File: src/core/fio_pkg.sv
package fio_pkg;
	// controller clock rate
	localparam int unsigned CLK_HZ        = 200_000_000;
	// one millisecond in clock cycles
	localparam int unsigned MS_CYCLES     = CLK_HZ / 1000;
	// filter time span, in milliseconds
	localparam int unsigned FILT_MIN_MS   = 1;
	localparam int unsigned FILT_MAX_MS   = 100;
	// filter time after reset, in milliseconds
	localparam logic [6:0]  FILT_RST_MS   = 7'h01;
	// outputs sharing one error policy
	localparam int unsigned GROUP_SIZE    = 8;
	// millisecond tick counter width
	localparam int unsigned TICK_W        = 18;
	// error policy encoding
	localparam logic        POL_CLEAR     = 1'b0;
	localparam logic        POL_HOLD      = 1'b1;
endpackage : fio_pkg

File: src/core/fio_in_if.sv
`timescale 1ns/100ps
`default_nettype none
// filter time and tick shared between top and the filter module
interface fio_in_if;
	logic       msTick;   // one-cycle pulse every millisecond
	logic [6:0] filtMs;   // filter time in milliseconds
	modport src (output msTick, output filtMs);
	modport dst (input msTick, input filtMs);
endinterface : fio_in_if
`default_nettype wire

File: src/core/fio_filter.sv
`timescale 1ns/100ps
`default_nettype none
module fio_filter #(
	parameter int unsigned N = 16   // number of inputs
) (
	input  wire logic         clk,
	input  wire logic         reset,
	fio_in_if.dst             cfg,
	input  wire logic [N-1:0] rawSync,  // already synchronised pins
	output var  logic [N-1:0] filtered
);
	initial if (N < 1) $error("fio_filter: N must be at least 1");

	// whole state of the filter bank
	typedef struct packed {
		logic [N-1:0][6:0] stable;  // ms the pin has differed
		logic [N-1:0]      level;   // accepted level
	} fio_filt_t;

	fio_filt_t st_reg;   // registered state
	fio_filt_t st_next;  // next state

	// per-pin disagreement timer
	always_comb begin
		st_next = st_reg;
		for (int i = 0; i < N; i++) begin
			if (rawSync[i] == st_reg.level[i]) begin
				// pulse ended early: forget it
				st_next.stable[i] = 7'h00;
			end else if (cfg.msTick) begin
				if (st_reg.stable[i] + 7'h01 >= cfg.filtMs) begin
					// stayed changed over filtMs millisecond ticks
					st_next.level[i]  = rawSync[i];
					st_next.stable[i] = 7'h00;
				end else begin
					st_next.stable[i] = st_reg.stable[i] + 7'h01;
				end
			end
		end
	end

	// state register
	always_ff @(posedge clk) begin
		if (reset) begin
			st_reg <= '0;
		end else begin
			st_reg <= st_next;
		end
	end

	assign filtered = st_reg.level;
endmodule : fio_filter
`default_nettype wire

File: src/core/fio_top.sv
// What this block does
// - pulses that do not span filtMs millisecond ticks are ignored
// - filter time settable from 1 to 100 ms
// - one clear/hold policy per eight outputs
// - clear policy turns group off on error
// - hold policy keeps group level on error
// - policy applies only with global hold setting
`timescale 1ns/100ps
`default_nettype none
module fio_top #(
	parameter int unsigned NIN    = 16,  // filtered inputs
	parameter int unsigned NGROUP = 2    // output groups of eight
) (
	input  wire logic                  clk,
	input  wire logic                  reset,
	input  wire logic [NIN-1:0]        inPins,     // raw field inputs
	input  wire logic [6:0]            filtMsSet,  // filter time, ms
	input  wire logic                  filtLoad,   // take filtMsSet
	input  wire logic [NGROUP*8-1:0]   outCmd,     // program outputs
	input  wire logic [NGROUP-1:0]     groupPol,   // 1 hold, 0 clear
	input  wire logic                  holdOnErr,  // global hold enable
	input  wire logic                  errStop,    // stopped on error
	output var  logic [NIN-1:0]        inFilt,     // filtered inputs
	output var  logic [NGROUP*8-1:0]   outPins,    // field outputs
	output var  logic [6:0]            filtMsCur,  // active filter time
	output var  logic                  filtBad     // last load refused
);
	localparam int unsigned NOUT = NGROUP * fio_pkg::GROUP_SIZE;
	initial if (NIN < 1 || NGROUP < 1)
		$error("fio_top: NIN and NGROUP must be at least 1");

	// whole state of the top
	typedef struct packed {
		logic [NIN-1:0]          sync1;   // first sync stage
		logic [NIN-1:0]          sync2;   // second sync stage
		logic [fio_pkg::TICK_W-1:0] div;  // millisecond divider
		logic                    tick;    // ms enable pulse
		logic [6:0]              filtMs;  // active filter time
		logic                    bad;     // refused load
		logic [NOUT-1:0]         outs;    // driven outputs
		logic [NIN-1:0]          inF;     // registered filtered inputs
	} fio_top_t;

	fio_top_t st_reg;   // registered state
	fio_top_t st_next;  // next state
	logic [NIN-1:0] filtOut;  // filter bank result

	fio_in_if cfgIf ();

	// true if the time lies in the allowed span
	function automatic logic filt_ok(input logic [6:0] ms);
		filt_ok = (ms >= 7'(fio_pkg::FILT_MIN_MS))
			&& (ms <= 7'(fio_pkg::FILT_MAX_MS));
	endfunction : filt_ok

	// next-state logic
	always_comb begin
		st_next       = st_reg;
		// two-stage synchroniser for the pins
		st_next.sync1 = inPins;
		st_next.sync2 = st_reg.sync1;
		// ms enable from a divider
		st_next.tick  = 1'b0;
		if (st_reg.div == fio_pkg::TICK_W'(fio_pkg::MS_CYCLES - 1)) begin
			st_next.div  = '0;
			st_next.tick = 1'b1;
		end else begin
			st_next.div = st_reg.div + 1'b1;
		end
		// filter time load, only within the span
		if (filtLoad) begin
			if (filt_ok(filtMsSet)) begin
				st_next.filtMs = filtMsSet;
				st_next.bad    = 1'b0;
			end else begin
				st_next.bad = 1'b1;
			end
		end
		// outputs per group
		for (int g = 0; g < NGROUP; g++) begin
			for (int b = 0; b < fio_pkg::GROUP_SIZE; b++) begin
				if (!errStop) begin
					st_next.outs[g*8+b] = outCmd[g*8+b];
				end else if (holdOnErr
					&& groupPol[g] == fio_pkg::POL_HOLD) begin
					st_next.outs[g*8+b] = st_reg.outs[g*8+b];
				end else begin
					st_next.outs[g*8+b] = 1'b0;
				end
			end
		end
		st_next.inF = filtOut;
	end

	// state register
	always_ff @(posedge clk) begin
		if (reset) begin
			st_reg        <= '0;
			st_reg.filtMs <= fio_pkg::FILT_RST_MS;
		end else begin
			st_reg <= st_next;
		end
	end

	assign cfgIf.msTick = st_reg.tick;
	assign cfgIf.filtMs = st_reg.filtMs;

	// filter bank; host keeps task cycle under filter time
	fio_filter #(.N(NIN)) uFilt (
		.clk      (clk),
		.reset    (reset),
		.cfg      (cfgIf),
		.rawSync  (st_reg.sync2),
		.filtered (filtOut)
	);

	assign inFilt    = st_reg.inF;
	assign outPins   = st_reg.outs;
	assign filtMsCur = st_reg.filtMs;
	assign filtBad   = st_reg.bad;
endmodule : fio_top
`default_nettype wire

File: config.mk
export PLATFORM = sky130hd
export DESIGN_NAME = fio_top
export DESIGN_NICKNAME = d
export VERILOG_FILES = /design/src/core/fio_pkg.sv /design/src/core/fio_in_if.sv /design/src/core/fio_filter.sv /design/src/core/fio_top.sv
export SDC_FILE = /design/constraint.sdc
export NUM_CORES = 1
export LEC_CHECK = 0
export ABC_AREA = 1
export BUFFER_PORTS_ARGS = -buffer_cell sky130_fd_sc_hd__buf_2
export CAP_MARGIN = 30
export CORE_ASPECT_RATIO = 1.25
export CORE_MARGIN = 1
export CORE_UTILIZATION = 30
export DETAILED_ROUTE_END_ITERATION = 10
export HOLD_SLACK_MARGIN = 0.05
export PLACE_DENSITY_LB_ADDON = 0.15
export RECOVER_POWER = 100
export SYNTH_ARGS = -nofsm -noshare
export SYNTH_HDL_FRONTEND = slang
export SYNTH_SLANG_ARGS = --single-unit
File: constraint.sdc
create_clock -name clk -period 3.1 [get_ports clk]
set_input_delay 0.62 -clock clk [delete_from_list [all_inputs] [get_ports clk]]
set_output_delay 0.62 -clock clk [all_outputs]
set_load 0.02 [all_outputs]
== After elaboration in Yosys (flattened, before gate mapping) ==
Cells that the tools add are included.

* Register bits after elaboration: 219
* Input port bits: 46
* Output and inout port bits: 40
* Word-level logic and storage cells: 184

* Add/subtract/negate cells: 17
* $lt $le $gt $ge: 18
* Eq/ne operators: 19
* Muxes and demuxes: 36
* Bitwise logic cells: 16
* Reductions and logical operators: 37

{| class="wikitable"
|+ Operators with widths
! kind !! count
|-
| $add A7 B1 Y7 const B || 16
|-
| $ge A7 B7 Y1 || 16
|-
| $mux W7 || 16
|-
| $reduce_and A3 Y1 || 16
|-
| $reduce_or A2 Y1 || 17
|-
| $mux W1 || 20
|-
| $add A18 B1 Y18 const B || 1
|-
| $eq A18 B18 Y1 const B || 1
|-
| $eq A1 B1 Y1 || 16
|-
| $not A1 Y1 || 16
|-
| $ge A7 B1 Y1 const B || 1
|-
| $le A7 B7 Y1 const B || 1
|-
| $ne A2 B2 Y1 const B || 2
|-
| $logic_and A1 B1 Y1 || 3
|-
| $reduce_and A2 Y1 || 1
|}

== Depth between registers and ports, before layout ==
Gate-level depths: netlist of run 1.

* Depth after elaboration: 3
* Depth in mapped cells: 15
* Depth with buffers taken out: 14

== Modules after synthesis ==
Synthesis of run 1 repeated with hierarchy kept, for this count alone.

* Cell total of the unflattened synthesis: 2049
* Area total of the unflattened synthesis: 13716.9 sq um

{| class="wikitable"
|+ Modules (own cells, without submodules)
! module !! times used !! cells an instance !! area an instance (sq um) !! sequential area each (sq um)
|-
| fio_filter || 1 || 1581 || 10105.9 || 2562.5
|-
| fio_top || 1 || 468 || 3611.0 || 1821.7
|}

== Least setup slack after synthesis of run 1 ==
Ideal clock, no wire load.

* Kind: register -> register
* Start point: reg uFilt.st_reg[23] (netlist name)
* End point: reg uFilt.st_reg[28] (netlist name)
* Setup time: 65 ps
* Arrival time: 1874 ps
* Data required time: 3035 ps
* Path slack: 1161 ps
* Stages on the path, launching flop included: 15
* Path buffers: 0
* Clock period less this slack: 1939 ps
* Cells stage by stage: dfxtp_1 ha_1 nand3_1 nor2_1 nand2_1 nand2_1 nand2_1 ha_1 nand2_1 inv_1 a21oi_1 nand2_1 nand2_1 nand2_1 nor2_1

* Cells in the longest elaborated chain, start to end: 3

{| class="wikitable"
|+ RTL lines
! item !! RTL line !! source
|-
| from (decl) || fio_filter.sv:20 || <nowiki>fio_filt_t st_reg;</nowiki>
|-
| from (signal assigned) || fio_filter.sv:47 || <nowiki>st_reg <= st_next;</nowiki>
|-
| $add A7 B1 Y7 (*) || fio_filter.sv:31, fio_filter.sv:36 ||
|-
| $ge A7 B7 Y1 || fio_filter.sv:31 || <nowiki>if (st_reg.stable[i] + 7'h01 >= cfg.filtMs) begin</nowiki>
|-
| $mux W7 (*) || fio_filter.sv:31 ||
|}

Mark *: on every way between the ends. The rest lies on a longest branch, timed or not.
A chain may end at the register's enable or synchronous reset.

== Worst setup path after layout of run 1 ==
* Start point: reg, netlist name filtMsCur[0]
* End point: reg uFilt.st_reg[77] (netlist name)

* Cells in the longest elaborated chain, start to end: 2

{| class="wikitable"
|+ RTL lines
! item !! RTL line
|-
| $ge A7 B7 Y1 || fio_filter.sv:31
|-
| $mux W7 || fio_filter.sv:31
|}

Every way passes these cells.

==> results.txt, run 1 <==
----------------------------------------------------
[Floorplan]
  Overall die height ... 237 microns
  Floorplan core area ... 0.0433 sq mm
  Die span in x ... 190 microns
  Total die area ... 0.0450 sq mm
  Starting density of the core ... around 31%
  Row Count ... 85
  Num ports ... 86

[STA]
  Peak clock frequency supported by timing ... 389 MHz
  Final hold viol count ... 0
  Setup repair after global routing missed its margin ... false
  Total negative setup slack ... 0 ps
  Final Critical Period ... 2570 ps
  Hold WS ... 289 ps
  Setup clock skew after layout ... between 7 and 8 ps
  Final-report setup violation count ... 0
  Final clock period utilization by the worst path ... between 80% and 90%
  Worst rel slew slack ... -2.54%
  Smallest setup slack after layout ... roughly 530 ps
  Final max-slew violation count ... 66
  Transition time at the pin with the least slew margin ... 1540 ps

[Clocking]
  TritonCTS sink count ... between 200 and 250
  Total CTS buffers ... 25
  Max H-tree Level ... 1
  Max Buffers Root-to-Sink ... 3
  Hold-fix buffers, CTS ... 0
  Clock latency on the worst-skew pair ... 530 ps
  Buffers inserted during post-CTS setup optimization ... 0
  Clock Tree Root ... sky130_fd_sc_hd__clkbuf_16
  Number of gates resized after CTS ... 0
  Reg clk slew, reported paths ... roughly 60 ps
  TritonCTS clock tree ... yes

[Drt]
  Routed WL per cell ... approximately 12 microns
  Number of DRC violations after detailed routing ... 0
  Count of nets left with antenna violations after detail routing ... 0
  Pre-antenna DRT Iters ... 4
  Routed via count divided by cell count ... about 4.4
  Total wire length ... 30100 microns
  Vias post-DR ... approximately 11000
  Count of routing violations after the opening detailed-route iteration ... 470

[Synthesis]
  Commonest register cell after synthesis ... sky130_fd_sc_hd__dfxtp_1
  Number of warning messages in the yosys log ... 0
  Number of storage elements in the synthesis netlist ... roughly 220
  Post-synthesis net count ... roughly 2100
  Post-synthesis cell count ... roughly 2000
  Share of async-settable or async-resettable flops after synthesis ... 0%
  Fraction of the yosys area taken by sequential cells ... about 33%
  Top cell type by total area after synthesis ... sky130_fd_sc_hd__dfxtp_1
  Number of synthesized flops with an enable pin ... 0
  Netlist Area Pre-Place ... 0.0132 sq mm
  Leading post-synthesis cells by cell area ... sky130_fd_sc_hd__dfxtp_1 33%, sky130_fd_sc_hd__nand2_1 15%, sky130_fd_sc_hd__ha_1 12%, sky130_fd_sc_hd__nor2_1 8.2%, sky130_fd_sc_hd__inv_1 7.9%
  Post-synthesis average cell area ... between 6 and 7 sq um
  Number of distinct library cell variants in the gate-level netlist after synthesis ... 34
  Synth top area share ... approximately 33%

[Outcome]
  Run status ... complete, but fails checks
  Violated checks ... max-capacitance violations, max-slew violations

[Placed design]
  Detailed placer's ending HPWL ... between 20000 and 25000 microns
  Routability cong. ... ~0.76
  Worst slack after detailed placement ... ~740 ps
  Input/output buffers ... 85

[Cells and area]
  Net count of the finished layout ... 2177
  Number of flip-flops under the largest register name ... 112
  Commonest non-fill, non-tap cell in the layout ... sky130_fd_sc_hd__nand2_1
  Ratio of cells with drive above 1 in the final layout ... between 6 and 7%
  Layout overhead on the synthesized area ... 11.3%
  Diodes inserted ... 0
  Most frequent cells in the layout ... 525 x sky130_fd_sc_hd__nand2_1, 290 x sky130_fd_sc_hd__nor2_1, 280 x sky130_fd_sc_hd__inv_1
  Fill cell instance count of the final layout ... ~4700
  Post-layout util ... between 30% and 40%

[Setup path]
  CP Class ... flip-flop to flip-flop
  Reg2Reg Capture Point ... uFilt.st_reg[77]
  Largest incremental delay on the critical path ... between 700 and 800 ps
  Worst setup SP type ... flip-flop
  Data arrival time at the worst-slack endpoint ... ~3000 ps
  Cell type with the highest occurrence count on the critical path ... sky130_fd_sc_hd__nand2_1
  Reg2Reg Depth ... 11
  Critical path fanouts, max ... 9
  Worst setup EP type ... flip-flop
  Crit-path slowest cell ... sky130_fd_sc_hd__dfxtp_1
  Flop-to-flop setup slack ... roughly 530 ps
  Worst Path Buf+Inv ... 2
  Worst path cell trace ... clkbuf_1 -> ha_1 -> inv_1 -> nand2_1 -> nand2_1 -> nand2_1 -> nand2_1 -> nand2_1 -> nand2_1 -> nand2_1 -> nor2_1
  Top cell family by delay on the critical path ... flip-flops
  Startpoint of the most critical register-to-register path ... filtMsCur[0]
  WP data required ... 3560 ps

[Min path]
  Depth of the worst hold-timing path ... 3
  Endpoint of the worst hold-timing path ... st_next[62]
  Startpoint of the most critical hold path ... inPins[3]
  Worst hold-check path type ... input pin to flip-flop

[Global routing]
  Met3 track demand over resource ... under 10%
  Via count of the first global-routing pass ... between 10000 and 15000
  Wire length of the first global-routing pass ... about 51000 microns
  Number of antenna violations at the first check in global routing ... 0
  Global-route layer with the greatest usage ... met2
  Met2 layer usage reported by global route ... between 20% and 30%
  Largest net degree at the start of global routing ... 66
  Total gr overflow ... 0
  All-layer global routing usage ... between 10% and 20%
  Met1 global-route usage ... roughly 17%

[Power]
  Power per cell area ... roughly 440 mW/mm^2
  Max IR drop VDD ... between 0.2 and 0.3 mV
  Leakage power summed over all cells ... 0.00703 uW

[Job]
  Number of maximum-capacitance constraint violations ... 1

----------------------------------------------------
## where the power goes
group | leakage (uW) | internal, uW | switching [uW]
combinational | 0.00484 | 159 | 330
sequential | 0.00178 | 2850 | 23.8
clock | 0.000416 | 1880 | 1210
## stage by stage
stage | cell area [sq um] | std cells | total power (uW)
floorplan | 13200 | 1958 | 3290
global placement | 14000 | 2540 | 3440
detailed placement | 14000 | 2540 | 3450
CTS | 14800 | 2583 | 6620
global route | 14700 | 2583 | 6790
finish | 14700 | 2583 | 6450
## cells in the mapped netlist (2+ instances only)
cell type	number
sky130_fd_sc_hd__nand2_1	523
sky130_fd_sc_hd__nor2_1	289
sky130_fd_sc_hd__inv_1	280
sky130_fd_sc_hd__dfxtp_1	219
sky130_fd_sc_hd__ha_1	129
sky130_fd_sc_hd__nand3_1	120
sky130_fd_sc_hd__a21oi_1	88
sky130_fd_sc_hd__o21ai_0	74
sky130_fd_sc_hd__buf_4	43
sky130_fd_sc_hd__xor2_1	38
sky130_fd_sc_hd__mux2i_1	19
sky130_fd_sc_hd__buf_2	18
sky130_fd_sc_hd__and2_1	17
sky130_fd_sc_hd__xnor2_1	17
sky130_fd_sc_hd__and3_1	13
sky130_fd_sc_hd__nor2_2	13
sky130_fd_sc_hd__nand4_1	10
sky130_fd_sc_hd__clkbuf_1	8
sky130_fd_sc_hd__buf_1	6
sky130_fd_sc_hd__clkbuf_2	5
sky130_fd_sc_hd__nand2_2	5
sky130_fd_sc_hd__nand3b_1	4
sky130_fd_sc_hd__buf_6	3
sky130_fd_sc_hd__inv_2	3
sky130_fd_sc_hd__nor2_4	3
sky130_fd_sc_hd__nand2_4	2
sky130_fd_sc_hd__nor3_1	2
## cell type report
class	count	area, sq um	area share [%]
clock buffers	33	686	4.65
clock inverters	10	150	1.02
inverters	285	1070	7.27
multi-input cells	1370	7220	49.0
flip-flops and latches	219	4390	29.8
well taps	565	707	4.80
repair buffers	101	512	3.47
## worst min-delay path: stages
cell                     delay (ps)
sky130_fd_sc_hd__buf_2           70
sky130_fd_sc_hd__inv_1           30
sky130_fd_sc_hd__nor2_1          60
## worst max path at each step
stage / from / to / depth (start not counted)
detailed placement: uFilt.st_reg[114] / uFilt.st_reg[119] / 14
global route: filtMsCur[0] / uFilt.st_reg[116] / 11
floorplan: uFilt.st_reg[23] / uFilt.st_reg[28] / 14
CTS: uFilt.st_reg[114] / uFilt.st_reg[119] / 14
global placement: uFilt.st_reg[114] / uFilt.st_reg[119] / 14
finish: filtMsCur[0] / uFilt.st_reg[77] / 11
## per-layer routing
layer	vias to the layer above	wire length [microns]
li1	6125	-
met1	4975	14600
met2	115	13900
met3	28	1100
met4	0	460
met5	-	0
## logic make-up after synthesis
kind of cell	count (synthesis)	share of synthesized area, %
fa+ha+maj	129	12.2
simple gates	1003	31.2
buf+inv	369	12.2
flops	219	33.1
xor+xnor	55	3.64
mux	19	1.44
compound gates	164	6.23
(Power assumes the default switching activity.)
==> inputs of run 2 (changes only) <==
==> constraint.sdc (replaced) <==
create_clock -name clk -period 2.5 [get_ports clk]
set_input_delay 0.5 -clock clk [delete_from_list [all_inputs] [get_ports clk]]
set_output_delay 0.5 -clock clk [all_outputs]
set_load 0.02 [all_outputs]
==> results.txt, run 2 (synthesis results as in run 1) <==
----------------------------------------------------
[STA]
  Setup repair after global routing missed its margin ... false
  Total negative setup slack ... 0 ps
  Peak clock frequency supported by timing ... around 450 MHz
  Setup clock skew after layout ... between 15 and 20 ps
  Smallest setup slack after layout ... approximately 260 ps
  Final-report setup violation count ... 0
  Final clock period utilization by the worst path ... around 90%
  Transition time at the pin with the least slew margin ... about 1600 ps
  Final hold viol count ... 0
  Worst rel slew slack ... -9.36%
  Final Critical Period ... 2240 ps
  Final max-slew violation count ... 66

[Cells and area]
  Ratio of cells with drive above 1 in the final layout ... about 7.5%
  Net count of the finished layout ... ~2200
  Most frequent cells in the layout ... 521 x sky130_fd_sc_hd__nand2_1, 288 x sky130_fd_sc_hd__nor2_1, 280 x sky130_fd_sc_hd__inv_1
  Storage element area ... 0.00440 sq mm
  Layout overhead on the synthesized area ... 12.7%
  Number of flip-flops under the largest register name ... between 100 and 150
  Commonest non-fill, non-tap cell in the layout ... sky130_fd_sc_hd__nand2_1
  Diodes inserted ... 0
  Fill cell instance count of the final layout ... about 4700
  Area of the multi-input gates ... around 0.0072 sq mm

[Setup path]
  Worst setup EP type ... flip-flop
  CP Class ... flip-flop to flip-flop
  Reg2Reg Depth ... 14
  Flop-to-flop setup slack ... between 200 and 300 ps
  Data arrival time at the worst-slack endpoint ... 2710 ps
  Startpoint of the most critical register-to-register path ... uFilt.st_reg[58]
  WP data required ... around 3000 ps
  Worst setup SP type ... flip-flop
  Reg2Reg Capture Point ... uFilt.st_reg[63]
  Critical path fanouts, max ... 7

[Floorplan]
  Die span in x ... approximately 190 microns
  Overall die height ... 237 microns
  Row Count ... 85
  Floorplan core area ... about 0.043 sq mm
  Starting density of the core ... 30.6%
  Total die area ... 0.0450 sq mm
  Num ports ... 86

[Drt]
  Routed WL per cell ... approximately 12 microns
  Pre-antenna DRT Iters ... 4
  Count of nets left with antenna violations after detail routing ... 0
  Routed via count divided by cell count ... 4.37
  Total wire length ... roughly 31000 microns
  Number of DRC violations after detailed routing ... 0
  Count of routing violations after the opening detailed-route iteration ... 454
  Vias post-DR ... between 10000 and 15000

[Clocking]
  Total CTS buffers ... 26
  TritonCTS clock tree ... yes
  Max H-tree Level ... 1
  Reg clk slew, reported paths ... approximately 60 ps
  Max Buffers Root-to-Sink ... 3
  TritonCTS sink count ... about 220
  Buffers inserted during post-CTS setup optimization ... 0
  Clock latency on the worst-skew pair ... ~550 ps
  Clock Tree Root ... sky130_fd_sc_hd__clkbuf_16

[Global routing]
  Wire length of the first global-routing pass ... 51800 microns
  Number of antenna violations at the first check in global routing ... 0
  All-layer global routing usage ... between 10 and 15%
  Total gr overflow ... 0
  Via count of the first global-routing pass ... approximately 11000
  Largest net degree at the start of global routing ... between 60 and 70

[Outcome]
  Violated checks ... max-capacitance violations, max-slew violations
  Run status ... complete, but fails checks

[Placed design]
  Input/output buffers ... 85
  Routability cong. ... roughly 0.76
  Worst slack after detailed placement ... approximately 180 ps
  Detailed placer's ending HPWL ... 21100 microns

[Min path]
  Endpoint of the worst hold-timing path ... st_next[73]
  Startpoint of the most critical hold path ... inPins[14]
  Depth of the worst hold-timing path ... 3
  Worst hold-check path type ... input pin to flip-flop

[Job]
  Number of maximum-capacitance constraint violations ... 1

[Power]
  Power per cell area ... about 550 mW/mm^2
  Leakage power summed over all cells ... 0.00712 uW
  Max IR drop VDD ... ~0.42 mV

----------------------------------------------------
## run 2: worst max-delay path: stages, from the launching register on
cell                      delay [ps]
sky130_fd_sc_hd__dfxtp_1         430
sky130_fd_sc_hd__ha_1            220
sky130_fd_sc_hd__nand3_1         100
sky130_fd_sc_hd__nor2_1          180
sky130_fd_sc_hd__nand2_1          80
sky130_fd_sc_hd__nand2_1          80
sky130_fd_sc_hd__nand2_1          50
sky130_fd_sc_hd__ha_1            280
sky130_fd_sc_hd__nand2_1          90
sky130_fd_sc_hd__inv_1            40
sky130_fd_sc_hd__a21oi_1         130
sky130_fd_sc_hd__nand2_1         100
sky130_fd_sc_hd__nand2_1          60
sky130_fd_sc_hd__nand2_1         180
sky130_fd_sc_hd__nor2_1          150
## run 2: layout make-up
cell class	instances	share of cell area [%]
Multi-Input combinational cell	1370	48.5
Sequential cell	219	29.5
Inverter	285	7.18
Clock buffer	34	5.04
Tap cell	565	4.74
Timing Repair Buffer	109	4.11
Clock inverter	12	0.956
## run 2: worst max-delay path by stage
stage | depth (start not counted) | slack, ps | end | startpoint
global placement | 14 | 180 | uFilt.st_reg[119] | uFilt.st_reg[114]
global route | 14 | 10 | uFilt.st_reg[50] | uFilt.st_reg[44]
floorplan | 14 | 560 | uFilt.st_reg[28] | uFilt.st_reg[23]
CTS | 14 | 150 | uFilt.st_reg[118] | uFilt.st_reg[114]
finish | 14 | 260 | uFilt.st_reg[63] | uFilt.st_reg[58]
detailed placement | 14 | 180 | uFilt.st_reg[120] | uFilt.st_reg[114]
## run 2: report_power, final
group          leakage, uW  internal [uW]  switching, uW
Sequential         0.00178           3540           21.1
Combinational      0.00490            200            426
Clock             0.000437           2410           1570
## run 2: routing by layer
metal | GRT usage, % | wire length [microns]
met3 | 1.85 | 1100
met5 | 0 | 0
met1 | 17.2 | 14300
met2 | 25.1 | 14700
met4 | 3.96 | 609
## run 2: per-stage QoR
stage | power [uW] | util [%] | hold slack (ps) | cells | cell area (sq um)
finish | 8170 | 34.5 | 155 | 2594 | 14900
detailed placement | 4290 | 32.5 | 395 | 2548 | 14100
global placement | 4270 | 32.5 | 390 | 2548 | 14100
global route | 8560 | 34.5 | 152 | 2594 | 14900
CTS | 8360 | 34.6 | 128 | 2594 | 15000
floorplan | 4080 | - | 388 | 1958 | 13200
## run 2: what timing repair did
action,CTS,global route
resized for setup,0,12
endpoints found under the setup margin,0,40
hold buffers,0,0
